[src/rtl/perf_debug_pkg.sv]
// Purpose: shared constants for the debug and performance counter registers
// Assumes: 12-bit register address space, 32-bit data
// Notes: bank offsets are the first implemented slot of each bank

package perf_debug_pkg;
  localparam int ADDR_W = 12;
  localparam int DATA_W = 32;
  // ------------------------------------------------------------
  // register addresses
  // ------------------------------------------------------------
  localparam logic [11:0] A_INHIBIT = 12'h320;
  localparam logic [11:0] A_SEL_BASE = 12'h323;
  localparam logic [11:0] A_DCSR = 12'h7B0;
  localparam logic [11:0] A_DPC = 12'h7B1;
  localparam logic [11:0] A_SCR0 = 12'h7B2;
  localparam logic [11:0] A_SCR1 = 12'h7B3;
  localparam logic [11:0] A_CYC_LO = 12'hB00;
  localparam logic [11:0] A_RET_LO = 12'hB02;
  localparam logic [11:0] A_EVT_LO = 12'hB03;
  localparam logic [11:0] A_CYC_HI = 12'hB80;
  localparam logic [11:0] A_RET_HI = 12'hB82;
  localparam logic [11:0] A_EVT_HI = 12'hB83;
  localparam logic [11:0] A_UCYC_LO = 12'hC00;
  localparam logic [11:0] A_URET_LO = 12'hC02;
  localparam logic [11:0] A_UEVT_LO = 12'hC03;
  localparam logic [11:0] A_UCYC_HI = 12'hC80;
  localparam logic [11:0] A_URET_HI = 12'hC82;
  localparam logic [11:0] A_UEVT_HI = 12'hC83;
  // ------------------------------------------------------------
  // debug control fields
  // ------------------------------------------------------------
  localparam logic [3:0] DEBUG_VERSION = 4'h4;
  localparam logic [1:0] PRIV_MACHINE = 2'h3;
  localparam int EBREAKM_BIT = 15;
  localparam int STEPIE_BIT = 11;
  localparam int STEP_BIT = 2;
  localparam int CAUSE_LSB = 6;
  localparam int CAUSE_W = 3;
  localparam logic [31:0] DCSR_RESET = 32'h4000_0003;
  // ------------------------------------------------------------
  // counters
  // ------------------------------------------------------------
  localparam logic [31:0] INHIBIT_RESET = 32'h0000_000D;
  localparam int CYC_INH_BIT = 0;
  localparam int RET_INH_BIT = 2;
  localparam int EVT_INH_BIT0 = 3;
  localparam logic [4:0] EVT_SLOT_FIRST = 5'h03;
  localparam int SEL_W = 16;
  localparam int MAX_EVT = 29;
  localparam int EVT_DEFAULT = 1;
  localparam logic [63:0] CNT_RESET = 64'h0;
endpackage

[src/rtl/debug_perf_csrs.sv]
// Purpose: debug control, debug scratch and performance counter registers
// Assumes: register port strobes are on clk; core inputs are on clk
// Notes: unmapped and unimplemented addresses read zero, writes dropped

`timescale 1ns/1ps
`default_nettype none

// Contract
// - debug control bits 31:28 always read 4 and ignore writes.
// - supervisor and user breakpoint bits 13:12 and privilege field are legal-only, bits 13:12 read 0.
// - debug control bits 1:0 always read 3 for machine mode.
// - on debug entry the return address takes the next instruction address.
// - two 32-bit scratch registers at 0x7B2 and 0x7B3, read/write, reset 0.
// - inhibit bit 0 freezes cycles, bit 2 retired, bit 3 first event, bit 1 reads 0, all set at reset.
// - inhibit bits of unimplemented event counters read 0.
// - event selectors from 0x323 hold a 16-bit mask, upper bits read 0.
// - 64-bit cycle counter, low half at 0xB00, high half at 0xB80.
// - 64-bit retired counter, low half at 0xB02, high half at 0xB82.
// - event counter quantity is a parameter 0 to 29, default 1.
// - event counters are 64 bits, low halves from 0xB03, high halves from 0xB83.
// - selectors and counters of unimplemented slots read 0.
// - read-only copies of the low halves at 0xC00, 0xC02 and from 0xC03.
// - read-only copies of the high halves at 0xC80, 0xC82 and from 0xC83.
module debug_perf_csrs #(
  parameter int event_counter_quantity = perf_debug_pkg::EVT_DEFAULT
) (
  input wire logic clk,
  input wire logic resetn,
  input wire logic clk_en,
  input wire logic [perf_debug_pkg::ADDR_W-1:0] addr,
  input wire logic [perf_debug_pkg::DATA_W-1:0] wdata,
  input wire logic wr,
  input wire logic rd,
  input wire logic retire,
  input wire logic [perf_debug_pkg::SEL_W-1:0] event_in,
  input wire logic debug_entry,
  input wire logic [31:0] debug_next_pc,
  input wire logic [perf_debug_pkg::CAUSE_W-1:0] debug_cause,
  output logic [perf_debug_pkg::DATA_W-1:0] rdata_q,
  output logic ebreakm_q,
  output logic stepie_q,
  output logic step_q
);
  import perf_debug_pkg::*;

  // ------------------------------------------------------------
  // decode helpers
  // ------------------------------------------------------------
  // true when the address falls in the slot range of a 32-entry bank
  function automatic logic in_bank(input logic [11:0] a, input logic [11:0] base);
    return (a[11:5] == base[11:5]) && (a[4:0] >= base[4:0]);
  endfunction

  // inhibit bits that exist for this counter quantity
  function automatic logic [31:0] impl_mask(input int n);
    logic [31:0] m;
    m = 32'h0;
    m[CYC_INH_BIT] = 1'b1;
    m[RET_INH_BIT] = 1'b1;
    for (int i = 0; i < n; i++) begin
      m[EVT_INH_BIT0 + i] = 1'b1;
    end
    return m;
  endfunction

  localparam logic [31:0] INH_MASK = impl_mask(event_counter_quantity);
  localparam logic [4:0] EVT_N = 5'(event_counter_quantity);

  // ------------------------------------------------------------
  // state
  // ------------------------------------------------------------
  logic [31:0] inhibit_q;
  logic [31:0] dpc_q;
  logic [31:0] scratch0_q;
  logic [31:0] scratch1_q;
  logic [CAUSE_W-1:0] cause_q;
  logic [63:0] cyc_cnt;
  logic [63:0] ret_cnt;
  logic [63:0] evt_cnt [MAX_EVT];
  logic [SEL_W-1:0] sel_q [MAX_EVT];

  // ------------------------------------------------------------
  // address decode
  // ------------------------------------------------------------
  wire wr_en = clk_en && wr;
  wire rd_en = clk_en && rd;
  wire [4:0] slot = addr[4:0] - EVT_SLOT_FIRST;
  wire slot_ok = slot < EVT_N;
  wire [4:0] sidx = slot_ok ? slot : 5'h00;
  wire hit_sel = in_bank(addr, A_SEL_BASE) && slot_ok;
  wire hit_evt_lo = in_bank(addr, A_EVT_LO) && slot_ok;
  wire hit_evt_hi = in_bank(addr, A_EVT_HI) && slot_ok;
  wire hit_uevt_lo = in_bank(addr, A_UEVT_LO) && slot_ok;
  wire hit_uevt_hi = in_bank(addr, A_UEVT_HI) && slot_ok;
  wire wr_cyc_lo = wr_en && addr == A_CYC_LO;
  wire wr_cyc_hi = wr_en && addr == A_CYC_HI;
  wire wr_ret_lo = wr_en && addr == A_RET_LO;
  wire wr_ret_hi = wr_en && addr == A_RET_HI;

  // fields 13:12 and the privilege field are never stored: writes settle at legal values
  wire [31:0] dcsr_word = {DEBUG_VERSION, 12'h000, ebreakm_q, 3'b000,
                           stepie_q, 2'b00, cause_q, 3'b000, step_q,
                           PRIV_MACHINE};

  // ------------------------------------------------------------
  // read mux
  // ------------------------------------------------------------
  wire [31:0] rd_word =
    (addr == A_INHIBIT) ? inhibit_q :
    (addr == A_DCSR) ? dcsr_word :
    (addr == A_DPC) ? dpc_q :
    (addr == A_SCR0) ? scratch0_q :
    (addr == A_SCR1) ? scratch1_q :
    (addr == A_CYC_LO || addr == A_UCYC_LO) ? cyc_cnt[31:0] :
    (addr == A_CYC_HI || addr == A_UCYC_HI) ? cyc_cnt[63:32] :
    (addr == A_RET_LO || addr == A_URET_LO) ? ret_cnt[31:0] :
    (addr == A_RET_HI || addr == A_URET_HI) ? ret_cnt[63:32] :
    hit_sel ? {16'h0000, sel_q[sidx]} :
    (hit_evt_lo || hit_uevt_lo) ? evt_cnt[sidx][31:0] :
    (hit_evt_hi || hit_uevt_hi) ? evt_cnt[sidx][63:32] :
    32'h0000_0000;

  // read data stands after the strobe until the next clk_en edge without rd
  always_ff @(posedge clk or negedge resetn) begin
    if (!resetn) begin
      rdata_q <= 32'h0000_0000;
    end else if (clk_en) begin
      rdata_q <= rd ? rd_word : 32'h0000_0000;
    end
  end

  // ------------------------------------------------------------
  // debug registers
  // ------------------------------------------------------------
  always_ff @(posedge clk or negedge resetn) begin
    if (!resetn) begin
      ebreakm_q <= DCSR_RESET[EBREAKM_BIT];
      stepie_q <= DCSR_RESET[STEPIE_BIT];
      step_q <= DCSR_RESET[STEP_BIT];
      cause_q <= DCSR_RESET[CAUSE_LSB +: CAUSE_W];
    end else if (clk_en) begin
      if (wr && addr == A_DCSR) begin
        ebreakm_q <= wdata[EBREAKM_BIT];
        stepie_q <= wdata[STEPIE_BIT];
        step_q <= wdata[STEP_BIT];
      end
      // only debug entry loads the cause; software writes leave it
      if (debug_entry) begin
        cause_q <= debug_cause;
      end
    end
  end

  // return address is read-only to software; only debug entry loads it
  always_ff @(posedge clk or negedge resetn) begin
    if (!resetn) begin
      dpc_q <= 32'h0000_0000;
    end else if (clk_en && debug_entry) begin
      dpc_q <= debug_next_pc;
    end
  end

  always_ff @(posedge clk or negedge resetn) begin
    if (!resetn) begin
      scratch0_q <= 32'h0000_0000;
      scratch1_q <= 32'h0000_0000;
    end else if (wr_en) begin
      if (addr == A_SCR0) begin
        scratch0_q <= wdata;
      end
      if (addr == A_SCR1) begin
        scratch1_q <= wdata;
      end
    end
  end

  // ------------------------------------------------------------
  // counter inhibit
  // ------------------------------------------------------------
  // counting starts disabled; missing counters keep their bits at zero
  always_ff @(posedge clk or negedge resetn) begin
    if (!resetn) begin
      inhibit_q <= INH_MASK;
    end else if (wr_en && addr == A_INHIBIT) begin
      inhibit_q <= wdata & INH_MASK;
    end
  end

  // ------------------------------------------------------------
  // fixed counters
  // ------------------------------------------------------------
  perf_counter64 u_cycles (
    .clk(clk),
    .resetn(resetn),
    .clk_en(clk_en),
    .inc(!inhibit_q[CYC_INH_BIT]),
    .wr_lo(wr_cyc_lo),
    .wr_hi(wr_cyc_hi),
    .wdata(wdata),
    .count_q(cyc_cnt)
  );

  perf_counter64 u_retired (
    .clk(clk),
    .resetn(resetn),
    .clk_en(clk_en),
    .inc(retire && !inhibit_q[RET_INH_BIT]),
    .wr_lo(wr_ret_lo),
    .wr_hi(wr_ret_hi),
    .wdata(wdata),
    .count_q(ret_cnt)
  );

  // ------------------------------------------------------------
  // event counters and selectors
  // ------------------------------------------------------------
  for (genvar i = 0; i < MAX_EVT; i++) begin : g_evt
    if (i < event_counter_quantity) begin : g_on
      wire mine = slot_ok && sidx == 5'(i);
      // counts one per cycle in which any selected event is active
      wire hit = |(sel_q[i] & event_in);

      always_ff @(posedge clk or negedge resetn) begin
        if (!resetn) begin
          sel_q[i] <= 16'h0000;
        end else if (wr_en && mine && in_bank(addr, A_SEL_BASE)) begin
          sel_q[i] <= wdata[SEL_W-1:0];
        end
      end

      perf_counter64 u_evt (
        .clk(clk),
        .resetn(resetn),
        .clk_en(clk_en),
        .inc(hit && !inhibit_q[EVT_INH_BIT0 + i]),
        .wr_lo(wr_en && mine && in_bank(addr, A_EVT_LO)),
        .wr_hi(wr_en && mine && in_bank(addr, A_EVT_HI)),
        .wdata(wdata),
        .count_q(evt_cnt[i])
      );
    end else begin : g_off
      assign sel_q[i] = 16'h0000;
      assign evt_cnt[i] = 64'h0;
    end
  end
endmodule

`default_nettype wire

[src/rtl/perf_counter64.sv]
// Purpose: one 64-bit counter with separately writable halves
// Assumes: write and increment in one cycle: the write wins
// Notes: frozen while clk_en is low

`timescale 1ns/1ps
`default_nettype none

module perf_counter64 (
  input wire logic clk,
  input wire logic resetn,
  input wire logic clk_en,
  input wire logic inc,
  input wire logic wr_lo,
  input wire logic wr_hi,
  input wire logic [31:0] wdata,
  output logic [63:0] count_q
);
  import perf_debug_pkg::*;

  logic [63:0] count_d;

  // carry from the low half reaches the high half in the same add
  assign count_d = wr_lo ? {count_q[63:32], wdata} :
                   wr_hi ? {wdata, count_q[31:0]} :
                   inc ? count_q + 64'h1 : count_q;

  always_ff @(posedge clk or negedge resetn) begin
    if (!resetn) begin
      count_q <= CNT_RESET;
    end else if (clk_en) begin
      count_q <= count_d;
    end
  end
endmodule

`default_nettype wire

[config.mk]
export PLATFORM = sky130hd
export DESIGN_NAME = debug_perf_csrs
export DESIGN_NICKNAME = d
export VERILOG_FILES = /design/src/rtl/perf_debug_pkg.sv /design/src/rtl/debug_perf_csrs.sv /design/src/rtl/perf_counter64.sv
export SDC_FILE = /design/constraint.sdc
export NUM_CORES = 1
export LEC_CHECK = 0
export BUFFER_PORTS_ARGS = -buffer_cell sky130_fd_sc_hd__buf_2
export CAP_MARGIN = 20
export CORE_ASPECT_RATIO = 0.6
export CORE_MARGIN = 5
export CORE_UTILIZATION = 40
export CTS_BUF_LIST = sky130_fd_sc_hd__clkbuf_4 sky130_fd_sc_hd__clkbuf_8 sky130_fd_sc_hd__clkbuf_16
export CTS_CLUSTER_DIAMETER = 100
export CTS_CLUSTER_SIZE = 12
export DETAILED_ROUTE_END_ITERATION = 16
export GPL_ROUTABILITY_DRIVEN = 0
export PLACE_DENSITY_LB_ADDON = 0.12
export SYNTH_ARGS = -nofsm -noshare
export SYNTH_HDL_FRONTEND = slang
export SYNTH_HIERARCHICAL = 1
export SYNTH_SLANG_ARGS = --single-unit
export TNS_END_PERCENT = 50
[constraint.sdc]
create_clock -name clk -period 5.8 [get_ports clk]
set_input_delay 1.16 -clock clk [delete_from_list [all_inputs] [get_ports clk]]
set_output_delay 1.16 -clock clk [all_outputs]
set_load 0.02 [all_outputs]
# Word-level counts from Yosys, hierarchy flattened
# Index checks and enable logic that the tools add are counted.
# classes
add_sub_neg	4
n_shift	0
multipliers	0
reduce_logical	49
eq_ne	23
n_div	0
muxes	29
bitwise_logic	5
n_lt_le_gt_ge	3
# ops
operator	n
$mux W32	16
$mux W64	8
$bmux W64 S5	1
$add A64 B1 Y64 const B	3
$eq A12 B12 Y1 const B	8
$bmux W16 S5	1
$eq A12 B11 Y1 const B	4
$mux W16	2
$eq A7 B7 Y1 const B	4
$logic_and A1 B1 Y1	25
$reduce_and A3 Y1	6
$and A16 B16 Y16	1
$reduce_or A16 Y1	1
$eq A12 B10 Y1 const B	1
$ne A2 B1 Y1 const B	5
$reduce_and A2 Y1	4
$reduce_bool A2 Y1	4
$eq A7 B5 Y1 const B	1
$ge A6 B6 Y1 const B	1
$logic_or A1 B1 Y1	6
$not A5 Y6	1
$ge A5 B2 Y1 const B	1
$logic_not A5 Y1	1
$lt A5 B1 Y1 const B	1
other kinds (4)	7
# word_totals
latch_bits	0
rom_bits	0
mem_count	0
wordCells	129
ram_bits	0
reg_bits	345

# Depth between registers and ports, before layout
# depth
depth_word	20
mapped_depth	15
ltp_nobuf	11

# By module
# The synthesis kept the hierarchy.
# by_module_without_submodules
mod	seq_area_each_um2	instances	area_per_inst_um2	cells_each
debug_perf_csrs	3832.4	1	9678.0	991
perf_counter64 (g_evt[0].g_on.u_evt ...)	1601.5	2	4514.3	575
perf_counter64 (u_retired)	1601.5	1	4494.3	562

# Worst setup path after synthesis
# Ideal clock, no wire load.
# synth_timing
path_type	input-to-reg
from	input addr[0] (netlist name)
to	register u_retired.count_q[46]
t_required_ns	5.713
arrival_ns	3.800
path_slack_ns	1.913
cell_stages	12
setup_ns	0.087
path_buffers	5
cell_sequence	inv_1 -> ha_1 -> or4b_2 -> buf_2 -> nor2_1 -> clkbuf_1 -> o211a_1 -> clkbuf_1 -> clkbuf_1 -> clkbuf_1 -> nand3_1 -> o211ai_1
# synth_via
elab_chain_len	4
word_cells_on_any_way	8
# synth_rtl
item	line_no	text
from (decl)	debug_perf_csrs.sv:30	input wire logic [perf_debug_pkg::ADDR_W-1:0] addr,
$eq A12 B12 Y1 (*)	debug_perf_csrs.sv:98	wire wr_ret_hi = wr_en && addr == A_RET_HI;
$logic_and A1 B1 Y1 (*)	debug_perf_csrs.sv:98	
named net wr_ret_hi	debug_perf_csrs.sv:98	
$reduce_bool A2 Y1 (no source line)	-	
$reduce_and A3 Y1 (no source line)	-	
to (signal assigned)	perf_counter64.sv:31	count_q <= count_d;
to (decl)	perf_counter64.sv:16	output logic [63:0] count_q
# The timed path passes the listed nets; every way through them passes the cells marked *. The select of a mux whose other input is x is not followed.
# A chain may end at the register's enable or synchronous reset.

# Worst setup path in the final report
# layout_timing
from	input addr[0] (netlist name)
to	register u_cycles.count_q[42]
# layout_via
elab_chain_len	4
word_cells_on_any_way	8
# layout_rtl
item	line_no	text
$eq A12 B12 Y1 (*)	debug_perf_csrs.sv:96	wire wr_cyc_hi = wr_en && addr == A_CYC_HI;
$logic_and A1 B1 Y1 (*)	debug_perf_csrs.sv:96	
named net wr_cyc_hi	debug_perf_csrs.sv:96	
$ne A2 B1 Y1 (no source line)	-	
$reduce_and A3 Y1 (no source line)	-	
to (signal assigned)	perf_counter64.sv:31	
to (decl)	perf_counter64.sv:16	
# Marks and branches as above.

==> key figures <==
Die
  – Std-Cell Core Area: 57400 sq um
  – Die Height: 197 um
  – Chip width: 321 um
  – Initial Util: 0.404
  – # IOs: 137
  – Die ar.: 63100 sq um
  – Cell Rows: 68

CTS
  – Clock Sinks: 345
  – Clock root cell: clkbuf_16
  – Reg clk slew, reported paths: 0.07 ns
  – Cts repair resizes: 0
  – CTS max path bufs: 3
  – TritonCTS buffer count: 34
  – Cts hold-fix bufs: 0
  – CTS tree: done
  – Setup Buffers After CTS: 0
  – Clock latency on the worst-skew pair: 0.58 ns
  – H-Tree Depth: 2

Power
  – Sequential Power Share: 0.494
  – Clock power share: 0.428
  – Cell-internal power: 3700 uW
  – Switching fraction of total power: 0.276
  – Leak: 0.0104 uW
  – Sw Pwr: 1410 uW
  – Pwr/cell area: 199 nW/um^2
  – Peak VDD IR: 0.185 mV
  – Combinational power share: 0.079

Placed design
  – Number of port buffers: 136
  – Hpwl dp: 81.6 mm
  – Placed Cells: 3509

Routing
  – Total number of vias: 25100
  – DR WL met3: 17.3 mm
  – DRC: 0
  – M1 WL: 49.5 mm
  – Final WL: 110 mm
  – DR pass1 iterations: 6
  – Met2 Wirelength: 40.1 mm
  – Vias per cell: 7.05
  – Iteration-0 DRC Markers: 4184
  – Top Layer Used: met5
  – Remaining antenna violation count: 0
  – Drt wl/cell: 31.0 um

Final layout
  – Area grow syn2layout: 10.8%
  – Share of cells above drive strength 1: 0.177
  – Non-filler instance count after layout: 3558
  – Nets: 2884

Synthesis
  – Synth Warn #: 6
  – Post-synth ARST share: 1.00
  – Register area share after synthesis: 0.372
  – Simple-Gate Fraction of Synth Area: 0.254
  – Yosys cell types: 98
  – Synthesized cell area: 23200 sq um
  – Post-Syn Nets: 2812
  – Largest family of logic cells by synthesized area: simple AND/OR/NAND/NOR gates
  – Post-Synth XOR/XNOR Area: 0
  – Mux cell area share after synthesis: 0.0823
  – Synth top area cells: dfrtp_1 37%, mux2_2 6.6%, a21oi_1 4.2%, o21ai_0 4.2%, nand2_1 4.1%
  – Area leader, netlist: dfrtp_1
  – Mapped Avg Cell Area: 8.58 sq um
  – Cells after Synth: 2703
  – Synth Area in Compound Gates: 0.248
  – Post-Synth Adder-Cell Area: 0.00378
  – Flops & latches, synth: 345
  – Main synth FF type: dfrtp_1
  – Synth top area share: 0.369
  – Post-synth EDFFs: 0

Critical path
  – CP Launch Type: primary input
  – Flop2flop setup slack: 2.41 ns
  – Worst path slowest cell: o211a_1
  – R2R cell count: 7
  – Delay-heaviest family, CP: simple AND/OR/NAND/NOR gates
  – Worst path bufs/invs: 2
  – Worst EP arrival: 4.78 ns
  – R2r endpoint: g_evt[0].g_on.u_evt/count_q[58]
  – Reg2reg start: g_evt[0].g_on.u_evt/count_q[1]
  – Max stage delay on crit path: 0.80 ns
  – Critical path required time: 6.27 ns
  – Crit end category: register
  – Worst path cell trace: buf_2, inv_1, ha_1, or4b_1, nor2_2, o211a_1, nand2_1, o22ai_1, nor3_1
  – Worst Path Max Fanout: 27
  – WS Path Type: in -> reg

Global route
  – Grt total ovfl: 0
  – First-pass GRT wire length: 160 mm
  – Initial antenna violation count: 10
  – Largest net degree at the start of global routing: 167
  – Vias in the first global route: 22600
  – Tot GR Track Use: 0.336

Timing
  – Final worst-path cycle share: 0.743
  – Setup_tns: 0 ns
  – Setup Skew: 0.0352 ns
  – Setup repair after global routing missed its margin: no
  – Fmax: 232 MHz
  – Max-slew headroom: 0.274
  – Final min period: 4.31 ns
  – Final setup vio count: 0
  – Final Max Slew Viols: 0
  – Final Hold Vio Count: 0
  – Worst slew pin tran: 1.08 ns

Worst hold path
  – Hold Path Stages: 1
  – Hold_sp: scratch1_q[9]
  – Min-Delay Endpoint: scratch1_q[9]
  – Hold WC Path Type: reg -> reg

Flow run
  – Max Cap Viol: 0

Outcome
  – Outcome: finished clean
## per-stage QoR
| stage | setup WS, ns | utilization | hold slack, ns | area (sq um) | total power, uW |
|---|---|---|---|---|---|
| 6_report | 1.49 | 0.448 | 0.504 | 25700 | 5100 |
| 5_1_grt | 1.37 | 0.447 | 0.512 | 25700 | 5240 |
| 4_1_cts | 1.75 | 0.447 | 0.504 | 25700 | 5120 |
| 3_5_place_dp | 1.14 | 0.430 | 0.489 | 24700 | 2960 |
| 3_3_place_gp | 1.29 | 0.430 | 0.481 | 24700 | 2950 |
| 2_1_floorplan | 1.91 | - | 0.470 | 23200 | 2690 |
## worst max-delay path by stage
| stage | from | end | slack [ns] | cells after the start |
|---|---|---|---|---|
| finish | addr[0] | u_cycles/count_q[42] | 1.49 | 9 |
| global placement | addr[0] | u_cycles/count_q[49] | 1.29 | 8 |
| global route | addr[0] | u_cycles/count_q[42] | 1.37 | 9 |
| CTS | addr[0] | u_cycles/count_q[42] | 1.75 | 9 |
| floorplan | addr[0] | u_retired/count_q[46] | 1.91 | 12 |
| detailed placement | addr[0] | u_cycles/count_q[42] | 1.14 | 9 |
## Yosys cell counts, drive strengths merged, types with 7 or more instances
master,instances
o2bb2ai,36
a21oi,196
mux2i,34
o211ai,32
o21ai,201
dfrtp,342
a211oi,31
nand4,94
a32oi,10
a22o,15
o221a,21
buf,34
nor3b,7
nand2,251
nor2,205
nand3,147
nor3,101
nor2b,12
clkbuf,144
mux2,139
a221oi,14
o311ai,36
a22oi,53
inv,37
ha,7
or4,10
and3,80
and2,19
o211a,13
or2,13
o21a,13
a21boi,9
a21o,24
and4,35
a31oi,34
or3,46
nor4,47
a221o,22
o22ai,60
## cell families after synthesis
kind of cell,after synthesis
simple gates,1097
compound gates,862
flops,345
buf+inv,219
mux,173
fa+ha+maj,7
## layout make-up
cell class | count | area [sq um]
Inverter | 41 | 154
Fill cell | 5674 | 31700
Clock inverter | 4 | 67.6
Multi-Input combinational cell | 2139 | 13700
Timing Repair Buffer | 214 | 1290
Clock buffer | 43 | 918
Tap cell | 770 | 963
Sequential cell | 345 | 8640
Antenna cell | 2 | 5.00
## registers in the layout, indices dropped and copies added, names as in the netlist
| signal | count |
|---|---|
| inhibit_q | 3 |
| rdata_q | 32 |
| stepie_q | 1 |
| scratch0_q | 32 |
| g_evt.g_on.u_evt/count_q | 64 |
| dpc_q | 32 |
| scratch1_q | 32 |
| step_q | 1 |
| ebreakm_q | 1 |
| u_cycles/count_q | 64 |
| u_retired/count_q | 64 |
| cause_q | 3 |
| sel_q | 16 |
## metal layers
layer  track usage  up-vias
met5             0        -
met1         0.530    12300
li1              -    10600
met3         0.130      222
met4        0.0908        8
met2         0.414     1979
## placed cells by master (no fill, tap or decap), drive strengths merged, types with 36 or more instances in the layout
| cell type | count |
|---|---|
| a21oi | 196 |
| a22oi | 53 |
| and3 | 80 |
| buf | 214 |
| clkbuf | 43 |
| dfrtp | 342 |
| inv | 37 |
| mux2 | 139 |
| nand2 | 251 |
| nand3 | 147 |
| nand4 | 94 |
| nor2 | 205 |
| nor3 | 101 |
| nor4 | 47 |
| o21ai | 201 |
| o22ai | 60 |
| o2bb2ai | 36 |
| o311ai | 36 |
| or3 | 46 |
## power by group through the flow
| stage | clock network (uW) | logic (uW) | registers, uW |
|---|---|---|---|
| floorplan | 0 | 161 | 2530 |
| global placement | 0 | 388 | 2560 |
| detailed placement | 0 | 394 | 2560 |
| CTS | 2210 | 395 | 2520 |
| global route | 2290 | 427 | 2520 |
| finish | 2180 | 401 | 2520 |
(Power assumes the default switching activity.)
